**src/hw/kpi_pkg.sv**
```systemverilog
// Purpose: Shared constants for the keypad pin interrupt block.
// Assumes: 8-bit register port, one word per offset.
// Notes:   Offsets index the plain register port directly.
package kpi_pkg;
	localparam int unsigned NPINS   = 8;
	localparam int unsigned NUPPER  = 4;
	localparam int unsigned ADDR_W  = 4;
	localparam int unsigned DATA_W  = 8;
	localparam int unsigned NEVT    = 2;

	// Register offsets
	localparam logic [ADDR_W-1:0] OFF_STATUS_CONTROL = 4'h0;
	localparam logic [ADDR_W-1:0] OFF_PIN_ENABLE     = 4'h1;
	localparam logic [ADDR_W-1:0] OFF_EVT_STATUS     = 4'h2;
	localparam logic [ADDR_W-1:0] OFF_EVT_MASK       = 4'h3;
	localparam logic [ADDR_W-1:0] OFF_PIN_ASSERTED   = 4'h4;

	// Field positions in key_interrupt_status_control
	localparam int unsigned BIT_EDGE_LSB = 4;
	localparam int unsigned BIT_FLAG     = 3;
	localparam int unsigned BIT_ACK      = 2;
	localparam int unsigned BIT_IRQ_EN   = 1;
	localparam int unsigned BIT_MODE     = 0;

	// Field positions in the event status and mask registers
	localparam int unsigned EVT_TRIGGER  = 0;
	localparam int unsigned EVT_ACK_HELD = 1;

	// Reset values
	localparam logic [DATA_W-1:0] RST_STATUS_CONTROL = 8'h00;
	localparam logic [NPINS-1:0]  RST_PIN_ENABLE     = 8'h00;
	localparam logic [NEVT-1:0]   RST_EVT_STATUS     = 2'h0;
	localparam logic [NEVT-1:0]   RST_EVT_MASK       = 2'h0;
	// Pins idle high through pull-ups; syncs start there, so no edge
	localparam logic [NPINS-1:0]  RST_PINS_SYNC      = 8'hFF;
	localparam logic [DATA_W-1:0] RST_RDATA          = 8'h00;
	localparam logic              RST_IRQ            = 1'h0;

	typedef enum logic {
		KPI_MODE_EDGE,
		KPI_MODE_EDGE_LEVEL
	} kpi_mode_t;
endpackage : kpi_pkg

```
**src/hw/kpi_det_if.sv**
```systemverilog
// Purpose: Carries synchronised pins, detect setup and triggers.
// Assumes: One clock domain on both sides.
// Notes:   Shared by the synchroniser, detector and top.
`timescale 1ns/1ps
interface kpi_det_if;
	import kpi_pkg::*;
	logic [NPINS-1:0]  pins_sync;
	logic [NUPPER-1:0] edge_sel;
	logic [NPINS-1:0]  pin_en;
	logic              mode;
	logic [NPINS-1:0]  trig;
	logic [NPINS-1:0]  asserted;

	modport sync (output pins_sync);
	modport detect (
		input  pins_sync,
		input  edge_sel,
		input  pin_en,
		input  mode,
		output trig,
		output asserted
	);
	modport ctrl (
		output edge_sel,
		output pin_en,
		output mode,
		input  trig,
		input  asserted
	);
endinterface : kpi_det_if

```
**src/hw/kpi_pin_sync.sv**
```systemverilog
// Purpose: Two-stage synchroniser for the keypad pins.
// Assumes: Pins are asynchronous to i_clock.
// Notes:   First stage feeds only the second stage.
`timescale 1ns/1ps
module kpi_pin_sync
	import kpi_pkg::*;
(
	input  wire logic                     i_clock,  // Bus clock
	input  wire logic                     i_arst_n, // Async reset, low
	input  wire logic [kpi_pkg::NPINS-1:0] i_pins,  // Raw pins
	kpi_det_if.sync                       det       // Synced pins out
);
	logic [NPINS-1:0] meta_r;

	always_ff @(posedge i_clock or negedge i_arst_n) begin
		if (!i_arst_n) begin
			meta_r        <= RST_PINS_SYNC;
			det.pins_sync <= RST_PINS_SYNC;
		end else begin
			meta_r        <= i_pins;
			det.pins_sync <= meta_r;
		end
	end
endmodule : kpi_pin_sync

```
**src/hw/kpi_detect.sv**
```systemverilog
// Purpose: Per-pin edge and level trigger detection.
// Assumes: Pins already synchronised to i_clock.
// Notes:   Lower pins have a fixed low/falling sense.
`timescale 1ns/1ps
module kpi_detect
	import kpi_pkg::*;
(
	input  wire logic i_clock,  // Bus clock
	input  wire logic i_arst_n, // Async reset, low
	kpi_det_if.detect det       // Setup in, triggers out
);
	logic [NPINS-1:0] prev_r;

	always_ff @(posedge i_clock or negedge i_arst_n) begin
		if (!i_arst_n) begin
			prev_r <= RST_PINS_SYNC;
		end else begin
			prev_r <= det.pins_sync;
		end
	end

	genvar n;
	generate
		for (n = 0; n < NPINS; n++) begin : g_pin
			logic pol;
			logic now_hit;
			logic was_hit;
			if (n >= NUPPER) begin : g_up
				assign pol = det.edge_sel[n-NUPPER];
			end else begin : g_lo
				assign pol = 1'b0;
			end
			// Same polarity on both samples: a polarity change is no edge
			assign now_hit = ~(det.pins_sync[n] ^ pol);
			assign was_hit = ~(prev_r[n] ^ pol);
			assign det.asserted[n] = now_hit;
			assign det.trig[n] = det.pin_en[n] &
				((now_hit & ~was_hit) |
				 (det.mode & now_hit));
		end
	endgenerate
endmodule : kpi_detect

```
**src/hw/kpi_top.sv**
```systemverilog
// Purpose: Keypad pin interrupt block with its register port.
// Assumes: Single 10 MHz bus clock; pins asynchronous to it.
// Notes:   Read data stand one cycle after the read strobe.
//
// Summary of operation
// Upper pin polarity bits choose sense
// Only enabled pins can trigger
// Any trigger sets read-only pending flag
// Acknowledge write clears flag, flag unwritable
// Held level keeps flag set despite acknowledge
// Acknowledge bit always reads zero
// Enable bit gates request onto interrupt
// Mode bit picks edge or edge-and-level
// Lower pins fixed falling/low sense
// Pins synchronised, edge by sample compare
//
// Our own choices: the placing of the registers and the plain strobed port.
`timescale 1ns/1ps
module kpi_top
	import kpi_pkg::*;
(
	input  wire logic                       i_clock,    // Bus clock
	input  wire logic                       i_arst_n,   // Async reset
	input  wire logic [kpi_pkg::NPINS-1:0]  i_key_pins, // Keypad pins
	input  wire logic [kpi_pkg::ADDR_W-1:0] i_addr,     // Register index
	input  wire logic [kpi_pkg::DATA_W-1:0] i_wdata,    // Write data
	input  wire logic                       i_wr,       // Write strobe
	input  wire logic                       i_rd,       // Read strobe
	output logic      [kpi_pkg::DATA_W-1:0] o_rdata,    // Read data
	output logic                            o_irq       // Interrupt
);
	import kpi_pkg::*;

	// Register decode for the write strobes; the read mux cases on i_addr
	function automatic logic reg_hit(
		input logic [ADDR_W-1:0] addr,
		input logic [ADDR_W-1:0] off
	);
		reg_hit = (addr == off);
	endfunction : reg_hit

	// Write-one-to-clear with set winning over clear
	function automatic logic [NEVT-1:0] w1c_update(
		input logic [NEVT-1:0] cur,
		input logic [NEVT-1:0] set,
		input logic [NEVT-1:0] clr
	);
		w1c_update = (cur & ~clr) | set;
	endfunction : w1c_update

	// Mode decode shared by the detector, the ack guard and read-back
	function automatic logic level_mode(
		input kpi_mode_t m
	);
		level_mode = (m == KPI_MODE_EDGE_LEVEL);
	endfunction : level_mode

	kpi_det_if det_bus ();

	kpi_pin_sync u_sync (
		.i_clock  (i_clock),
		.i_arst_n (i_arst_n),
		.i_pins   (i_key_pins),
		.det      (det_bus.sync)
	);

	kpi_detect u_detect (
		.i_clock  (i_clock),
		.i_arst_n (i_arst_n),
		.det      (det_bus.detect)
	);

	// Control state
	logic [NUPPER-1:0] edge_polarity_select_r;
	kpi_mode_t         detect_mode_select_r;
	logic              key_irq_enable_r;
	logic              key_event_flag_r;
	logic              key_event_flag_nxt;
	logic [NPINS-1:0]  pin_participation_enable_r;
	logic [NEVT-1:0]   evt_status_r;
	logic [NEVT-1:0]   evt_status_nxt;
	logic [NEVT-1:0]   evt_mask_r;
	logic [DATA_W-1:0] rdata_r;
	logic [DATA_W-1:0] rdata_nxt;
	logic              irq_r;
	logic              irq_nxt;
	logic              key_irq_enable_nxt;
	logic [NEVT-1:0]   evt_mask_nxt;
	logic              key_req_nxt;
	logic              evt_req_nxt;
	logic [DATA_W-1:0] sc_image;

	// Decoded strobes
	logic wr_sc;
	logic wr_pin_en;
	logic wr_evt_stat;
	logic wr_evt_mask;
	logic ack_write;
	logic any_trigger;
	logic level_held;
	logic ack_refused;

	assign wr_sc       = i_wr & reg_hit(i_addr, OFF_STATUS_CONTROL);
	assign wr_pin_en   = i_wr & reg_hit(i_addr, OFF_PIN_ENABLE);
	assign wr_evt_stat = i_wr & reg_hit(i_addr, OFF_EVT_STATUS);
	assign wr_evt_mask = i_wr & reg_hit(i_addr, OFF_EVT_MASK);

	// The acknowledge bit is a strobe only; nothing stores it
	assign ack_write = wr_sc & i_wdata[BIT_ACK];

	assign any_trigger = |det_bus.trig;

	// A level trigger still present means the acknowledge cannot stick
	assign level_held = level_mode(detect_mode_select_r) &
		|(det_bus.asserted & pin_participation_enable_r);
	assign ack_refused = ack_write & level_held;

	// Detect setup towards the detector
	assign det_bus.edge_sel = edge_polarity_select_r;
	assign det_bus.pin_en   = pin_participation_enable_r;
	assign det_bus.mode     = level_mode(detect_mode_select_r);

	// Polarity and mode live in the status/control register
	always_ff @(posedge i_clock or negedge i_arst_n) begin
		if (!i_arst_n) begin
			edge_polarity_select_r <=
				RST_STATUS_CONTROL[BIT_EDGE_LSB +: NUPPER];
		end else if (wr_sc) begin
			edge_polarity_select_r <=
				i_wdata[BIT_EDGE_LSB +: NUPPER];
		end
	end

	always_ff @(posedge i_clock or negedge i_arst_n) begin
		if (!i_arst_n) begin
			detect_mode_select_r <=
				kpi_mode_t'(RST_STATUS_CONTROL[BIT_MODE]);
		end else if (wr_sc) begin
			detect_mode_select_r <=
				kpi_mode_t'(i_wdata[BIT_MODE]);
		end
	end

	// Interrupt request enable, as it will stand after this edge
	always_comb begin
		key_irq_enable_nxt = key_irq_enable_r;
		if (wr_sc) begin
			key_irq_enable_nxt = i_wdata[BIT_IRQ_EN];
		end
	end

	always_ff @(posedge i_clock or negedge i_arst_n) begin
		if (!i_arst_n) begin
			key_irq_enable_r <= RST_STATUS_CONTROL[BIT_IRQ_EN];
		end else begin
			key_irq_enable_r <= key_irq_enable_nxt;
		end
	end

	// Pin participation enables
	always_ff @(posedge i_clock or negedge i_arst_n) begin
		if (!i_arst_n) begin
			pin_participation_enable_r <= RST_PIN_ENABLE;
		end else if (wr_pin_en) begin
			pin_participation_enable_r <= i_wdata[NPINS-1:0];
		end
	end

	// Pending flag: a trigger in the acknowledge cycle wins, so a
	// held level in edge-and-level mode re-sets it every cycle.
	always_comb begin
		key_event_flag_nxt = key_event_flag_r;
		if (ack_write) begin
			key_event_flag_nxt = 1'b0;
		end
		if (any_trigger) begin
			key_event_flag_nxt = 1'b1;
		end
	end

	always_ff @(posedge i_clock or negedge i_arst_n) begin
		if (!i_arst_n) begin
			key_event_flag_r <= RST_STATUS_CONTROL[BIT_FLAG];
		end else begin
			key_event_flag_r <= key_event_flag_nxt;
		end
	end

	// Sticky event status, cleared by writing ones
	always_comb begin
		logic [NEVT-1:0] set_v;
		logic [NEVT-1:0] clr_v;
		set_v = '0;
		clr_v = '0;
		set_v[EVT_TRIGGER]  = any_trigger;
		set_v[EVT_ACK_HELD] = ack_refused;
		if (wr_evt_stat) begin
			clr_v = i_wdata[NEVT-1:0];
		end
		evt_status_nxt = w1c_update(evt_status_r, set_v, clr_v);
	end

	always_ff @(posedge i_clock or negedge i_arst_n) begin
		if (!i_arst_n) begin
			evt_status_r <= RST_EVT_STATUS;
		end else begin
			evt_status_r <= evt_status_nxt;
		end
	end

	// Mask as it will stand after this edge
	always_comb begin
		evt_mask_nxt = evt_mask_r;
		if (wr_evt_mask) begin
			evt_mask_nxt = i_wdata[NEVT-1:0];
		end
	end

	always_ff @(posedge i_clock or negedge i_arst_n) begin
		if (!i_arst_n) begin
			evt_mask_r <= RST_EVT_MASK;
		end else begin
			evt_mask_r <= evt_mask_nxt;
		end
	end

	// The request is built from next-state values so that it moves with
	// the flag, the enable and the mask in the same cycle; costs a wider
	// cone before the output flop, but no lag behind a register write.
	always_comb begin
		key_req_nxt = key_irq_enable_nxt & key_event_flag_nxt;
		evt_req_nxt = |(evt_status_nxt & evt_mask_nxt);
		irq_nxt     = key_req_nxt | evt_req_nxt;
	end

	always_ff @(posedge i_clock or negedge i_arst_n) begin
		if (!i_arst_n) begin
			irq_r <= RST_IRQ;
		end else begin
			irq_r <= irq_nxt;
		end
	end

	// Status/control image; the acknowledge position has no storage
	always_comb begin
		sc_image = '0;
		sc_image[BIT_EDGE_LSB +: NUPPER] = edge_polarity_select_r;
		sc_image[BIT_FLAG]   = key_event_flag_r;
		sc_image[BIT_ACK]    = 1'b0;
		sc_image[BIT_IRQ_EN] = key_irq_enable_r;
		sc_image[BIT_MODE]   = level_mode(detect_mode_select_r);
	end

	// Read mux; unmapped indices read as zero
	always_comb begin
		rdata_nxt = '0;
		if (i_rd) begin
			case (i_addr)
				OFF_STATUS_CONTROL: begin
					rdata_nxt = sc_image;
				end
				OFF_PIN_ENABLE: begin
					rdata_nxt[NPINS-1:0] = pin_participation_enable_r;
				end
				OFF_EVT_STATUS: begin
					rdata_nxt[NEVT-1:0] = evt_status_r;
				end
				OFF_EVT_MASK: begin
					rdata_nxt[NEVT-1:0] = evt_mask_r;
				end
				OFF_PIN_ASSERTED: begin
					// Live view, useful to see why a flag will not clear
					rdata_nxt[NPINS-1:0] = det_bus.asserted;
				end
				default: begin
					rdata_nxt = '0;
				end
			endcase
		end
	end

	// Read data stand only in the cycle after the strobe
	always_ff @(posedge i_clock or negedge i_arst_n) begin
		if (!i_arst_n) begin
			rdata_r <= RST_RDATA;
		end else begin
			rdata_r <= rdata_nxt;
		end
	end

	assign o_rdata = rdata_r;
	assign o_irq   = irq_r;
endmodule : kpi_top

```
**config.mk**
```make
export PLATFORM = sky130hd
export DESIGN_NAME = kpi_top
export DESIGN_NICKNAME = d
export VERILOG_FILES = /design/src/hw/kpi_pkg.sv /design/src/hw/kpi_det_if.sv /design/src/hw/kpi_pin_sync.sv /design/src/hw/kpi_detect.sv /design/src/hw/kpi_top.sv
export SDC_FILE = /design/constraint.sdc
export NUM_CORES = 1
export LEC_CHECK = 0
export BUFFER_PORTS_ARGS = -buffer_cell sky130_fd_sc_hd__buf_2
export CAP_MARGIN = 20
export CORE_MARGIN = 1.5
export CORE_UTILIZATION = 45
export DETAILED_ROUTE_END_ITERATION = 16
export GPL_TIMING_DRIVEN = 1
export PLACE_DENSITY = 0.66
export SYNTH_ARGS = -nofsm -noshare
export SYNTH_HDL_FRONTEND = slang
export SYNTH_SLANG_ARGS = --single-unit
export TNS_END_PERCENT = 20
```
**constraint.sdc**
```tcl
create_clock -name i_clock -period 2 [get_ports i_clock]
set_input_delay 0.3 -clock i_clock [delete_from_list [all_inputs] [get_ports i_clock]]
set_output_delay 0.3 -clock i_clock [all_outputs]
set_load 0.05 [all_outputs]
```
==> metrics.cfg <==
[timing]
fin_crit_sh_pct = 94.64
layout_setup_ws_ns = 0.1072
worstMarginPinSlew_ns = 0.5115
slew_viol_final = 0
timing.fmax_ghz = 0.5283
min_period_ns = 1.893
rsz0062_at_grt = no
finalSetupViolations = 0
finalSetupTns_ns = 0
slew_headroom_pct = 65.82
clock_skew_ns = 0.006505
hold_viol = 0

[worst_setup_path]
critPathKind = register to register
cpLargestDelayFamily = flip-flops
cp_max_fo = 5
cp_slowest_cell = dfstp_2
cp.required_ns = 2.20
cp-start-kind = register
cpPeakStageDelay_ns = 0.59
cp-end-kind = register
path_buf_inv = 0
path_cells = xnor2_1 -> a222oi_1 -> nand2b_1 -> or3b_1 -> a21o_1
cp.arrival_ns = 2.09

[detailed_routing]
drt-pass1-iter-count = 6
wl_per_cell_um = 16.17
routed_wirelength_mm = 4.254
routed_via_density = 5.688
final_antenna_net_count = 0
drtIter0Drc = 148
vias = 1496
drcViolationCount = 0

[global_route]
overflow = 0
grt_usage_pct = 17.88
antenna_found_initial = 0
grt_pass1_vias = 1390
grt_max_degree = 53
grt_first_pass_wirelength_mm = 6.900

[logic_synthesis]
synth-seq-area-share_pct = 62.48
synthCells = 167
synth_edf_count = 0
mappedNetlistArea_um2 = 2131
async_reset_ff_share_pct = 100.0
synth_flop_cell = dfrtp_1
ys_seq_elements = 52
yosysUniqueCellTypes = 40
yosys_warnings = 0
syn-num-nets = 191
syn_avg_cell_area_um2 = 12.76

[die]
rows = 24
die_area_um2 = 5157
io_pins = 33
floorplan.initialDensity_pct = 47.94
die_w_um = 71.81
core-area_um2 = 4444
die_h_um = 71.81

[finish]
layout.nets = 234
final_common_cell = buf_2
regArea_um2 = 1331
instances_no_fill = 263
utilization_pct = 56.56
fillCellCount = 382
final_cell_mix = 32 x buf_2, 28 x dfrtp_1, 24 x dfstp_2
syn2layout_area_growth_pct = 17.97
multi_input_area_um2 = 790.8
drive_above_1_share_pct = 41.23
antenna-diode-count = 0
design_area_um2 = 2514

[placed_design]
dp_hpwl_mm = 3.002
io_buffers = 32
dpl-instance-area_um2 = 2386
pre_cts_slack_ns = 0.09528
placed_cells = 253
place_congestion = 0.9400

[clocking]
cts-root-buf = clkbuf_8
cts.sinks = 52
path_clk_slew_ns = 0.09
cts_tree = built
cts_buffers = 5
htreeDepth = 2
clock_latency_ns = 0.31
cts.path.max_buffers = 2

[power]
powerDensity_nw_per_um2 = 953.1
vdd_ir_drop_max_mv = 0.4629
leakage_nw = 1.123

[flow_run]
cap_violations = 0

[status]
outcome = completed

[hold_path]
hp-class = input port to register

==> flip-flops by register name, summed over array words and instances (netlist names) <==
register and cells:
key_irq_enable_r 1, u_detect.prev_r 8, u_sync.meta_r 8, det_bus.mode 1, o_rdata 8, evt_status_r 2, evt_mask_r 2, det_bus.edge_sel 4
u_sync.det.pins_sync 8, det_bus.pin_en 8, o_irq 1, key_event_flag_r 1
==> per-layer routing <==
layer | wire length [µm] | track usage [%]
met5 | 0 | 0
met2 | 1933 | 25.72
met4 | 89 | 8.805
met1 | 1899 | 25.21
met3 | 332 | 4.641
==> path summary, 6_finish.rpt <==
| check | cells after the start | slack [ns] | from | end |
|---|---|---|---|---|
| setup / recovery | 5 | 0.11 | u_sync.det.pins_sync[7] | key_event_flag_r |
| hold / removal | 1 | 0.09 | i_key_pins[6] | u_sync.meta_r[6] |
| setup reg to reg | 5 | 0.11 | u_sync.det.pins_sync[7] | key_event_flag_r |
| hold reg to reg | 0 | 0.36 | u_sync.meta_r[5] | u_sync.det.pins_sync[5] |
| max in group asynchronous | 3 | 1.21 | i_arst_n | u_sync.det.pins_sync[1] |
| min in group asynchronous | 3 | 0.50 | i_arst_n | det_bus.edge_sel[1] |
==> timing repair <==
action / 4_1_cts / 5_1_grt
hold buffers: 1 / 0
setup endpoints to repair: 0 / 2
hold endpoints to repair: 28 / 0
setup buffers: 0 / 1
resized for setup: 0 / 0
==> final cells by class <==
cell class / instances / area share (%)
timing repair buffer: 37 / 8.462
sequential: 52 / 52.96
multi-input combinational: 113 / 31.46
clock buffer: 5 / 2.738
clock inverter: 3 / 1.643
inverter: 1 / 0.1493
tap: 52 / 2.588
==> cells by family (layout without fill, tap and decap cells) <==
logic type	Yosys count	after routing	synth area share [%]
xor gates and xnor gates	6	6	2.466
muxes	19	19	9.806
and+or+nand+nor	54	54	13.10
AOI/OAI and AO/OA	34	34	11.74
buffers and inverters	2	46	0.4106
DFF	52	52	62.48
==> through the flow <==
step | hold WS (ns) | total power [mW]
detailed placement | 0.3061 | 1.697
floorplan | 0.004409 | 1.547
CTS | 0.07128 | 2.409
finish | 0.08733 | 2.396
global placement | 0.3028 | 1.677
global route | 0.06216 | 2.526
==> report_power, final <==
group          switching [mW]  internal [mW]  total, mW
Sequential              0.108           1.19       1.29
Clock                   0.332          0.371      0.703
Combinational           0.204          0.195      0.399
Total                   0.644           1.75       2.40
==> cells in the mapped netlist (4+ instances only) <==
master	number	area, µm²
o21ai_0	6	30.03
a21o_1	5	37.54
nand2_1	8	30.03
a221oi_1	5	43.79
dfrtp_1	28	700.7
mux2i_1	4	40.04
xnor2_1	4	35.03
mux2_2	15	168.9
nor2b_1	4	25.02
nor2_1	17	63.81
dfstp_2	24	630.6
nor3_1	5	25.02
Note: power is estimated with default switching activity, not from simulation.
